**src/spod_cfg.svh**
```systemverilog
`ifndef SPOD_CFG_SVH
`define SPOD_CFG_SVH
// segment override prefix pattern: 001x_x110
`define SPOD_PFX_HI_MSB     7
`define SPOD_PFX_HI_LSB     5
`define SPOD_PFX_HI_VAL     3'h1
`define SPOD_PFX_LO_MSB     2
`define SPOD_PFX_LO_LSB     0
`define SPOD_PFX_LO_VAL     3'h6
`define SPOD_SEL_MSB        4
`define SPOD_SEL_LSB        3
// operand address byte fields
`define SPOD_MOD_MSB        7
`define SPOD_MOD_LSB        6
`define SPOD_AUX_MSB        5
`define SPOD_AUX_LSB        3
`define SPOD_RM_MSB         2
`define SPOD_RM_LSB         0
`define SPOD_MOD_REG        2'h3
`define SPOD_MOD_D8         2'h1
`define SPOD_MOD_D16        2'h2
`define SPOD_MOD_NODISP     2'h0
`define SPOD_RM_DIRECT      3'h6
`define SPOD_W_BIT          0
`define SPOD_SIGN_BIT       7
`define SPOD_STR_DIR_BIT    3
// byte counts of the trailing operand fields
`define SPOD_CB_BYTES       3'h1
`define SPOD_CD_BYTES       3'h4
`define SPOD_DISP8_BYTES    2'h1
`define SPOD_DISP16_BYTES   2'h2
`define SPOD_ES_CODE        2'h0
`define SPOD_DS_CODE        2'h3
`define SPOD_SI_REG         3'h6
`define SPOD_DI_REG         3'h7
`endif

```
**src/spod_pkg.sv**
```systemverilog
package spod_pkg;
	typedef enum logic [1:0] {
		SPOD_SEG_EXTRA = 2'b00,
		SPOD_SEG_CODE  = 2'b01,
		SPOD_SEG_STACK = 2'b10,
		SPOD_SEG_DATA  = 2'b11
	} spod_seg_type;

	typedef enum logic [2:0] {
		SPOD_ROLE_NONE   = 3'b000,
		SPOD_ROLE_PREFIX = 3'b001,
		SPOD_ROLE_OPCODE = 3'b010,
		SPOD_ROLE_MODRM  = 3'b011,
		SPOD_ROLE_DISP   = 3'b100,
		SPOD_ROLE_IMM    = 3'b101,
		SPOD_ROLE_OFFSET = 3'b110
	} spod_role_type;

	// operand class, supplied by the opcode table upstream
	typedef enum logic [2:0] {
		SPOD_OPC_NONE  = 3'b000,
		SPOD_OPC_EXT   = 3'b001,
		SPOD_OPC_REG   = 3'b010,
		SPOD_OPC_EMBED = 3'b011,
		SPOD_OPC_CB    = 3'b100,
		SPOD_OPC_CD    = 3'b101,
		SPOD_OPC_STR   = 3'b110
	} spod_opclass_type;

	typedef enum logic [2:0] {
		SPOD_ST_OPCODE = 3'b000,
		SPOD_ST_MODRM  = 3'b001,
		SPOD_ST_DISP   = 3'b010,
		SPOD_ST_IMM    = 3'b011,
		SPOD_ST_OFFSET = 3'b100,
		SPOD_ST_DONE   = 3'b101
	} spod_state_type;
endpackage : spod_pkg

```
**src/spod_decoder.sv**
```systemverilog
`timescale 1ns/1ps
`default_nettype none
`include "spod_cfg.svh"
module spod_decoder (
	input  wire logic                   MCLK,
	input  wire logic                   RST_B,
	input  wire logic                   BYTE_VALID,
	input  wire logic [7:0]             BYTE_DATA,
	input  wire spod_pkg::spod_opclass_type OP_CLASS,
	input  wire logic                   OP_HAS_MODRM,
	input  wire logic [1:0]             OP_IMM_BYTES,
	input  wire logic                   OP_IMM_SIGNED,
	output var  spod_pkg::spod_role_type BYTE_ROLE,
	output logic                        BYTE_ROLE_VALID,
	output var  spod_pkg::spod_seg_type SEG_SEL,
	output logic                        SEG_OVERRIDE,
	output logic [7:0]                  OPCODE,
	output logic [1:0]                  MOD_FIELD,
	output logic [2:0]                  AUX_FIELD,
	output logic [2:0]                  RM_FIELD,
	output logic [2:0]                  OPCODE_EXT,
	output logic                        OPCODE_EXT_VALID,
	output logic [2:0]                  REG_SEL,
	output logic                        REG_SEL_VALID,
	output logic                        REG_WORD,
	output logic [15:0]                 DISP,
	output logic [15:0]                 IMM,
	output logic [31:0]                 OFFSET,
	output logic                        INSN_DONE
);
	import spod_pkg::*;

	spod_state_type state;
	spod_opclass_type opc;
	logic [1:0]  imm_left;
	logic [1:0]  imm_total;
	logic        imm_signed;
	logic [1:0]  disp_left;
	logic [2:0]  off_left;
	logic        pend_ovr;
	spod_seg_type pend_seg;
	logic        is_prefix;
	logic [1:0]  mod_in;
	logic [2:0]  rm_in;
	logic [1:0]  disp_need;
	logic [1:0]  off_idx;
	logic [2:0]  off_need;
	logic        op_slot;
	logic        str_to_extra;

	assign is_prefix = (BYTE_DATA[`SPOD_PFX_HI_MSB:`SPOD_PFX_HI_LSB] == `SPOD_PFX_HI_VAL) &&
		(BYTE_DATA[`SPOD_PFX_LO_MSB:`SPOD_PFX_LO_LSB] == `SPOD_PFX_LO_VAL);
	assign mod_in = BYTE_DATA[`SPOD_MOD_MSB:`SPOD_MOD_LSB];
	assign rm_in  = BYTE_DATA[`SPOD_RM_MSB:`SPOD_RM_LSB];
	assign off_idx = 2'(`SPOD_CD_BYTES - off_left);
	assign op_slot = (state == SPOD_ST_OPCODE) || (state == SPOD_ST_DONE);
	// set: extra:dest side, clear: data:source side
	assign str_to_extra = BYTE_DATA[`SPOD_STR_DIR_BIT];

	// displacement bytes implied by mod and r/m
	always_comb begin
		case (mod_in)
			`SPOD_MOD_D8:     disp_need = `SPOD_DISP8_BYTES;
			`SPOD_MOD_D16:    disp_need = `SPOD_DISP16_BYTES;
			`SPOD_MOD_NODISP: disp_need = (rm_in == `SPOD_RM_DIRECT) ? `SPOD_DISP16_BYTES : 2'h0;
			default:          disp_need = 2'h0;
		endcase
	end

	// offset bytes by class; the upstream opcode table fixes the class
	always_comb begin
		case (OP_CLASS)
			SPOD_OPC_CD: off_need = `SPOD_CD_BYTES;
			SPOD_OPC_CB: off_need = `SPOD_CB_BYTES;
			default:     off_need = 3'h0;
		endcase
	end

	// sequencer: after opcode, optional address byte and disp, or offset, then imm
	always_ff @(posedge MCLK) begin
		if (!RST_B) begin
			state      <= SPOD_ST_OPCODE;
			opc        <= SPOD_OPC_NONE;
			imm_left   <= 2'h0;
			imm_total  <= 2'h0;
			imm_signed <= 1'b0;
			disp_left  <= 2'h0;
			off_left   <= 3'h0;
		end else if (BYTE_VALID) begin
			case (state)
				SPOD_ST_DONE,
				SPOD_ST_OPCODE: begin
					if (is_prefix) begin
						// prefixes may stack; only the opcode ends the wait
						state <= SPOD_ST_OPCODE;
					end else begin
						opc        <= OP_CLASS;
						imm_left   <= OP_IMM_BYTES;
						imm_total  <= OP_IMM_BYTES;
						imm_signed <= OP_IMM_SIGNED;
						off_left   <= off_need;
						if (OP_HAS_MODRM)
							state <= SPOD_ST_MODRM;
						else if (off_need != 3'h0)
							state <= SPOD_ST_OFFSET;
						else if (OP_IMM_BYTES != 2'h0)
							state <= SPOD_ST_IMM;
						else
							state <= SPOD_ST_DONE;
					end
				end
				SPOD_ST_MODRM: begin
					disp_left <= disp_need;
					if (disp_need != 2'h0)
						state <= SPOD_ST_DISP;
					else if (imm_left != 2'h0)
						state <= SPOD_ST_IMM;
					else
						state <= SPOD_ST_DONE;
				end
				SPOD_ST_DISP: begin
					disp_left <= disp_left - 2'h1;
					if (disp_left == 2'h1)
						state <= (imm_left != 2'h0) ? SPOD_ST_IMM : SPOD_ST_DONE;
				end
				SPOD_ST_IMM: begin
					imm_left <= imm_left - 2'h1;
					if (imm_left == 2'h1)
						state <= SPOD_ST_DONE;
				end
				SPOD_ST_OFFSET: begin
					off_left <= off_left - 3'h1;
					if (off_left == 3'h1)
						state <= (imm_left != 2'h0) ? SPOD_ST_IMM : SPOD_ST_DONE;
				end
				default: state <= SPOD_ST_OPCODE;
			endcase
		end
	end

	// byte role tagging
	always_ff @(posedge MCLK) begin
		if (!RST_B) begin
			BYTE_ROLE       <= SPOD_ROLE_NONE;
			BYTE_ROLE_VALID <= 1'b0;
			INSN_DONE       <= 1'b0;
		end else begin
			BYTE_ROLE_VALID <= BYTE_VALID;
			INSN_DONE       <= 1'b0;
			if (BYTE_VALID) begin
				case (state)
					SPOD_ST_DONE,
					SPOD_ST_OPCODE: begin
						BYTE_ROLE <= is_prefix ? SPOD_ROLE_PREFIX : SPOD_ROLE_OPCODE;
						INSN_DONE <= !is_prefix && !OP_HAS_MODRM && OP_IMM_BYTES == 2'h0 &&
							off_need == 3'h0;
					end
					SPOD_ST_MODRM: begin
						BYTE_ROLE <= SPOD_ROLE_MODRM;
						INSN_DONE <= disp_need == 2'h0 && imm_left == 2'h0;
					end
					SPOD_ST_DISP: begin
						BYTE_ROLE <= SPOD_ROLE_DISP;
						INSN_DONE <= disp_left == 2'h1 && imm_left == 2'h0;
					end
					SPOD_ST_IMM: begin
						BYTE_ROLE <= SPOD_ROLE_IMM;
						INSN_DONE <= imm_left == 2'h1;
					end
					SPOD_ST_OFFSET: begin
						BYTE_ROLE <= SPOD_ROLE_OFFSET;
						INSN_DONE <= off_left == 3'h1 && imm_left == 2'h0;
					end
					default: BYTE_ROLE <= SPOD_ROLE_NONE;
				endcase
			end
		end
	end

	// segment override: held until the next instruction's opcode consumes it
	always_ff @(posedge MCLK) begin
		if (!RST_B) begin
			pend_ovr     <= 1'b0;
			pend_seg     <= SPOD_SEG_DATA;
			SEG_OVERRIDE <= 1'b0;
			SEG_SEL      <= SPOD_SEG_DATA;
		end else if (BYTE_VALID && op_slot) begin
			if (is_prefix) begin
				pend_ovr <= 1'b1;
				pend_seg <= spod_seg_type'(BYTE_DATA[`SPOD_SEL_MSB:`SPOD_SEL_LSB]);
			end else begin
				pend_ovr     <= 1'b0;
				SEG_OVERRIDE <= pend_ovr;
				if (pend_ovr)
					SEG_SEL <= pend_seg;
				else if (OP_CLASS == SPOD_OPC_STR && str_to_extra)
					SEG_SEL <= spod_seg_type'(`SPOD_ES_CODE);
				else
					SEG_SEL <= spod_seg_type'(`SPOD_DS_CODE);
			end
		end
	end

	// opcode, address byte fields and register selection
	always_ff @(posedge MCLK) begin
		if (!RST_B) begin
			OPCODE           <= 8'h00;
			MOD_FIELD        <= 2'h0;
			AUX_FIELD        <= 3'h0;
			RM_FIELD         <= 3'h0;
			OPCODE_EXT       <= 3'h0;
			OPCODE_EXT_VALID <= 1'b0;
			REG_SEL          <= 3'h0;
			REG_SEL_VALID    <= 1'b0;
			REG_WORD         <= 1'b0;
		end else if (BYTE_VALID) begin
			case (state)
				SPOD_ST_DONE,
				SPOD_ST_OPCODE: if (!is_prefix) begin
					OPCODE           <= BYTE_DATA;
					OPCODE_EXT_VALID <= 1'b0;
					REG_WORD         <= BYTE_DATA[`SPOD_W_BIT];
					if (OP_CLASS == SPOD_OPC_EMBED) begin
						REG_SEL       <= BYTE_DATA[`SPOD_RM_MSB:`SPOD_RM_LSB];
						REG_SEL_VALID <= 1'b1;
						REG_WORD      <= 1'b1;
					end else if (OP_CLASS == SPOD_OPC_STR) begin
						// string index: source for the data side, dest for extra
						REG_SEL       <= str_to_extra ? `SPOD_DI_REG
							: `SPOD_SI_REG;
						REG_SEL_VALID <= 1'b1;
						REG_WORD      <= 1'b1;
					end else begin
						REG_SEL_VALID <= 1'b0;
					end
				end
				SPOD_ST_MODRM: begin
					MOD_FIELD <= mod_in;
					AUX_FIELD <= BYTE_DATA[`SPOD_AUX_MSB:`SPOD_AUX_LSB];
					RM_FIELD  <= rm_in;
					if (opc == SPOD_OPC_EXT) begin
						OPCODE_EXT       <= BYTE_DATA[`SPOD_AUX_MSB:`SPOD_AUX_LSB];
						OPCODE_EXT_VALID <= 1'b1;
					end else if (opc == SPOD_OPC_REG) begin
						// REG_WORD already holds opcode size bit; code maps by it
						REG_SEL       <= BYTE_DATA[`SPOD_AUX_MSB:`SPOD_AUX_LSB];
						REG_SEL_VALID <= 1'b1;
					end
				end
				default: ;
			endcase
		end
	end

	// displacement, immediate, offset bytes
	always_ff @(posedge MCLK) begin
		if (!RST_B) begin
			DISP   <= 16'h0000;
			IMM    <= 16'h0000;
			OFFSET <= 32'h0000_0000;
		end else if (BYTE_VALID) begin
			case (state)
				SPOD_ST_MODRM: DISP <= 16'h0000;
				SPOD_ST_DISP: begin
					if (disp_left == 2'h2 || MOD_FIELD == `SPOD_MOD_D8)
						// one-byte disp sign-extends; two-byte fills low first
						DISP <= {{8{BYTE_DATA[`SPOD_SIGN_BIT] & (MOD_FIELD == `SPOD_MOD_D8)}},
							BYTE_DATA};
					else
						DISP <= {BYTE_DATA, DISP[7:0]};
				end
				SPOD_ST_IMM: begin
					if (imm_left == imm_total)
						IMM <= {{8{BYTE_DATA[`SPOD_SIGN_BIT] & imm_signed}}, BYTE_DATA};
					else
						IMM <= {BYTE_DATA, IMM[7:0]};
				end
				SPOD_ST_OFFSET: begin
					if (off_left == `SPOD_CD_BYTES || opc == SPOD_OPC_CB)
						OFFSET <= {24'h000000, BYTE_DATA};
					else
						OFFSET[off_idx*8 +: 8] <= BYTE_DATA;
				end
				default: ;
			endcase
		end
	end
endmodule : spod_decoder
`default_nettype wire

```
**config.mk**
```make
export PLATFORM = sky130hd
export DESIGN_NAME = spod_decoder
export DESIGN_NICKNAME = d
export VERILOG_FILES = /design/src/spod_pkg.sv /design/src/spod_decoder.sv
export VERILOG_INCLUDE_DIRS = /design/src
export SDC_FILE = /design/constraint.sdc
export NUM_CORES = 1
export LEC_CHECK = 0
export BUFFER_PORTS_ARGS = -buffer_cell sky130_fd_sc_hd__buf_2
export CAP_MARGIN = 20
export CORE_ASPECT_RATIO = 2
export CORE_MARGIN = 8
export CORE_UTILIZATION = 34
export CTS_BUF_LIST = sky130_fd_sc_hd__clkbuf_2
export DETAILED_ROUTE_END_ITERATION = 10
export GPL_TIMING_DRIVEN = 0
export PLACE_DENSITY = 0.54
export SYNTH_ARGS = -nofsm -noshare
export SYNTH_HDL_FRONTEND = slang
export SYNTH_SLANG_ARGS = --single-unit
```
**constraint.sdc**
```tcl
create_clock -name MCLK -period 2.19 [get_ports MCLK]
set_input_delay 0.438 -clock MCLK [delete_from_list [all_inputs] [get_ports MCLK]]
set_output_delay 0.438 -clock MCLK [all_outputs]
set_load 0.1 [all_outputs]
```
### Word-level counts from Yosys, hierarchy flattened

Index checks and enable logic that the tools add are counted.

| storage, ports and cells | value |
|---|---|
| word-level logic and storage cells | 163 |
| input port bits | 18 |
| bits in registers | 116 |
| output and inout port bits | 97 |

| operators by class | value |
|---|---|
| bitwise operators | 3 |
| multiplexer cells | 47 |
| shifts and indexed selects | 2 |
| reductions and logical operators | 46 |
| equality and inequality tests | 32 |
| $add $sub $neg | 5 |

Operators by type and width:

| kind | number |
|---|---|
| 3-bit two-way mux | 15 |
| 5-bit negator with 34-bit output | 1 |
| 8-bit by 34-bit variable shift with 32-bit output (first input constant) | 1 |
| 8-bit by 34-bit indexed part select with 32-bit output | 1 |
| 32-bit bitwise mux | 1 |
| 16-bit two-way mux | 2 |
| 32-bit two-way mux | 1 |
| 16-bit case mux with 2 select lines | 1 |
| 3-bit case mux with 5 select lines | 2 |
| 3-bit equality test (second input constant) | 8 |
| 3-bit case mux with 2 select lines | 3 |
| 3-bit AND reduction | 6 |
| 2-bit != test (second input constant) | 8 |
| 2-bit AND reduction | 7 |
| 2-bit nonzero test | 7 |
| 3-bit by 1-bit equality test with 1-bit output (second input constant) | 4 |
| 3-bit by 2-bit equality test with 1-bit output (second input constant) | 4 |
| 1-bit two-way mux | 11 |
| 2-bit two-way mux | 5 |
| 1-bit logical AND | 9 |
| 2-bit by 1-bit equality test with 1-bit output (second input constant) | 4 |
| 2-bit zero test | 4 |
| 2-bit case mux with 2 select lines | 2 |
| 4-bit AND reduction | 2 |
| 18 further kinds | 26 |

### Depth between registers and ports, before layout

| logic depth | value |
|---|---|
| word-level depth | 7 |
| mapped depth | 7 |
| gate-level depth less buffers | 6 |

### Least setup slack after synthesis

Ideal clock, no wire load.

| path | value |
|---|---|
| kind | register -> register |
| start point | register off_left[0] |
| end point | register OFFSET[10] |
| required time | 2,128 ps |
| period minus slack after synthesis | 2,026 ps |
| data arrival time | 1,963 ps |
| stages on the path, launching flop included | 8 |
| setup slack | 164 ps |
| path buffers | 1 |
| setup time | 62 ps |
| cell sequence | dfxtp_1 -> inv_1 -> ha_1 -> and2_4 -> buf_6 -> or3_4 -> nor4_4 -> a22o_1 |

| between the ends | value |
|---|---|
| word-level cells in the longest chain between the ends | 5 |
| elaborated cells on any way between the ends | 8 |
| those cells by class | add/sub: 2; eq/ne: 1; shift: 2; mux: 2; reduce/logical: 1 |

RTL lines:

| element | line | source |
|---|---|---|
| from (decl) | spod_decoder.sv:39 | `logic [2:0] off_left;` |
| from (signal assigned) | spod_decoder.sv:101 | `off_left <= off_need;` |
| from (signal assigned) | spod_decoder.sv:132 | `off_left <= off_left - 3'h1;` |
| 1-bit by 2-bit subtractor with 2-bit output (no source line) | -- |  |
| 5-bit negator with 34-bit output | spod_decoder.sv:282 | `OFFSET[off_idx*8 +: 8] <= BYTE_DATA;` |
| 8-bit by 34-bit indexed part select with 32-bit output or 8-bit by 34-bit variable shift with 32-bit output (tied branches) | spod_decoder.sv:282 |  |
| 32-bit bitwise mux | spod_decoder.sv:282 |  |
| 32-bit two-way mux * | spod_decoder.sv:279 | `` if (off_left == `SPOD_CD_BYTES \|\| opc == SPOD_OPC_CB) `` |
| to (signal assigned) | spod_decoder.sv:280 | `OFFSET <= {24'h000000, BYTE_DATA};` |
| to (decl) | spod_decoder.sv:28 | `output logic [31:0] OFFSET,` |

Mark *: on every way between the ends. The rest lies on a longest branch, timed or not.
A chain may end at the register's enable or synchronous reset.

### Worst setup path in the final report

| path | value |
|---|---|
| start point | register off_left[0] |
| end point | register OFFSET[20] |

Same word-level chain as after synthesis.

==> reports/results.ini <==
[drt]
vias = 4941
routed_wl_mm = 18.89
drtIter0Drc = 300
ant_nets = 0
avgViaCountPerCell = 5.430
wl_per_cell_um = 20.75
drc = 0
first_pass_iters = 8

[yosys]
yosys_warnings = 0
synth_fa_ha_area_share_pct = 2.436
synth_nets = 598
synth_edf_count = 0
synth_top_family_by_area = compound AO/OA/AOI/OAI gates
syn-cell-area_mm2 = 0.005136
synth-seq-cells = 116
ys_types = 71
seq_area_frac_synth_pct = 45.21
synth_async_sr_flop_share_pct = 0
netlist_instances = 570
synth_compound_area_share_pct = 21.97
synth_xor_area_share_pct = 1.364
synthMuxAreaShare_pct = 3.313
synthFlopType = dfxtp_1
synthSimpleGateAreaFrac_pct = 20.88
syn_area_per_cell_um2 = 9.011

[critical_path]
cp_max_fo = 9
reg2reg_depth = 7
worst_ep_required_time_ps = 2810
cp.arrival_ps = 2710
r2r-end = OFFSET[20]$_SDFFE_PN0P_
rr_startpoint = off_left[0]$_SDFFE_PN0P_
crit_type = reg -> reg
cp-startpoint = off_left[0]$_SDFFE_PN0P_
end_kind = register
r2r_setup_slack_ps = 100
start_kind = register

[clocking]
cts_num_sinks = 116
cts_tree = yes
clkTransAtPathRegs_ps = 200
cts_root_buf = clkbuf_2
cts.htree.levels = 4
numCtsBuffers = 17
clk_latency_ps = 690
cts_buffer_depth = 2

[flow_run]
drv_cap = 0

[power_and_ir_drop]
power.density_cell_area_mw_per_mm2 = 1142
leakage_nw = 2.646
ir_worst_vdd_mv = 0.4621

[global_route]
grt_max_degree = 17
antenna_found_initial = 1
grt_pass1_vias = 4960
grt_pass1_wl_mm = 28.38
track_usage_pct = 19.58
overflow = 0

[cells_and_area]
num-nets-final = 730
area_delta_synth_final_pct = 21.00
drive_gt1_share_pct = 25.07
fin_area_mm2 = 0.006215

[placement]
dp_slack_ps = -126.9
placed_area_mm2 = 0.005926
numPortBuffers = 109
dp_hpwl_mm = 14.31
gp_congestion = 0.8515

[timing]
setup_violations = 0
setup_ws_ps = 97.18
relSlewSlack_pct = 38.83
finalClockSkew_ps = 39.93
fin_setup_tns_ps = 0
max_freq_mhz = 477.8
post-route-min-period_ps = 2093
maxSlewViolCount = 0
tightest_slew_ps = 917.6
hold_violations = 0
period_share_pct = 95.56
holdWs_ps = 64.77
rsz0062_at_grt = no

[outcome]
status = finished, final reports clean

[die]
initial_core_util_pct = 34.66
fp.dieArea_mm2 = 0.01953
fp.coreArea_mm2 = 0.01482
pin_count = 115
die_h_um = 189.8
die_x_um = 102.9
rows = 63

[min_path]
min_to = opc[0]$_SDFFE_PN0P_
hp-class = in -> reg
hp-start = OP_CLASS[0]
hold_depth = 3

[metal layers]
metal	part of all wire (%)	GRT usage (%)	wire length [um]
met1	35	18.95	6699
met2	54	35.94	10280
met3	4.8	4.064	911
met4	5.3	12.23	994
met5	0	0	0
[what timing repair did]
| action | in CTS | in global routing |
|---|---|---|
| setup buffers | 1 | 0 |
| pin swaps | 2 | 0 |
| gates resized for setup | 2 | 3 |
| hold buffers | 3 | 0 |
| endpoints found under the hold margin | 3 | 0 |
| endpoints found under the setup margin | 25 | 13 |
[cell usage in the layout, fill, tap and decap left out, types with 4 or more instances in the layout]
master and instances:
buf_2 118, dfxtp_1 115, nand2_1 85, a21oi_1 52, nor2_1 45, clkbuf_1 27
a22o_1 24, mux2i_1 17, clkbuf_2 17, a22oi_1 16, o21ai_0 14, inv_1 13
nand3_1 10, ha_1 10, nor3b_1 7, nor3_1 7, xor2_1 7, o211ai_1 7
a31oi_1 7, nand2b_1 6, inv_6 6, o31ai_1 5, nor2b_1 4, o221ai_1 4
or3_1 4, a211o_1 4, clkinvlp_4 4
[area by class of cell]
| cell class | instances | area [um2] |
|---|---|---|
| timing repair buffer | 113 | 583.1 |
| multi-input combinational | 399 | 2585 |
| buffer | 41 | 195.2 |
| clock buffer | 17 | 85.08 |
| sequential | 116 | 2323 |
| tap | 195 | 244.0 |
| inverter | 14 | 52.55 |
| clock inverter | 14 | 143.9 |
| fill | 1608 | 8605 |
| antenna | 1 | 2.502 |
[how the worst max path moves through the flow]
stage / cells past startpoint / to / slack [ps]
4_1_cts: 5 / MOD_FIELD[1]$_SDFFE_PN0P_ / 20
3_5_place_dp: 7 / OFFSET[9]$_SDFFE_PN0P_ / -130
2_1_floorplan: 7 / OFFSET[10]$_SDFFE_PN0P_ / 160
5_1_grt: 7 / OFFSET[18]$_SDFFE_PN0P_ / 20
6_report: 7 / OFFSET[20]$_SDFFE_PN0P_ / 100
3_3_place_gp: 5 / state[2]$_SDFFE_PN0P_ / -110
[state kept, by name (all words and copies together) (netlist names), 8 cells and up]
register / count
DISP: 16
OPCODE: 8
IMM: 16
OFFSET: 32
[synthesized netlist by cell type (2+ instances only)]
library cell    n  share of area (%)
a211o_1         4               0.68
a211oi_1        2               0.29
a21oi_1        53                5.2
a22o_1         24                4.1
a22oi_1        16                2.3
a2bb2oi_1       2               0.34
a31oi_1         7               0.85
and2_1          2               0.24
and3b_1         2               0.34
buf_2           9               0.88
buf_4           2               0.29
buf_6           3               0.66
clkbuf_1       27                2.0
dfxtp_1       116                 45
ha_1           10                2.4
inv_1          13               0.95
mux2i_1        17                3.3
nand2_1        85                6.2
nand2b_1        6               0.73
nand3_1        10               0.97
nand3b_1        2               0.29
nand4_1         2               0.24
nand4bb_1       2               0.44
nor2_1         46                3.4
nor2b_1         4               0.49
nor3_1          7               0.68
nor3_4          3               0.95
nor3b_1         8                1.2
nor4bb_1        2               0.39
o211ai_1        7                1.0
o21a_1          3               0.44
o21ai_0        14                1.4
o221a_2         2               0.44
o221ai_1        4               0.68
o311ai_1        2               0.34
o31ai_1         5               0.73
or2_2           2               0.24
or3_1           4               0.49
or3b_1          3               0.51
xor2_1          7                1.2
[stage by stage]
stage	cells	total power [mW]	util [%]
after detailed placement	874	5.668	39.99
after global placement	874	5.647	39.99
after floorplan	570	4.957	-
final	910	7.098	41.94
after CTS	909	7.098	41.84
after global routing	910	7.428	41.94
[where the power goes]
part	internal, mW	switching [mW]
registers	2.34	0.193
clock network	0.440	0.988
logic	0.745	2.39
[critical path: stages (launching register included)]
cell and delay, ps:
dfxtp_2 460, inv_1 120, ha_1 190, and2_4 150
buf_6 120, or3_4 410, nor3_4 380, a22o_1 190
[cell families (layout without fill, tap and decap cells)]
group | after synthesis | count (layout)
DFF | 116 | 116
other | 0 | 1
xor gates and xnor gates | 8 | 8
muxes | 17 | 17
buffers and inverters | 55 | 199
adders and majority gates | 10 | 10
AOI/OAI and AO/OA | 160 | 160
and+or+nand+nor | 204 | 204
No activity file was read; power rests on OpenSTA's default activity.
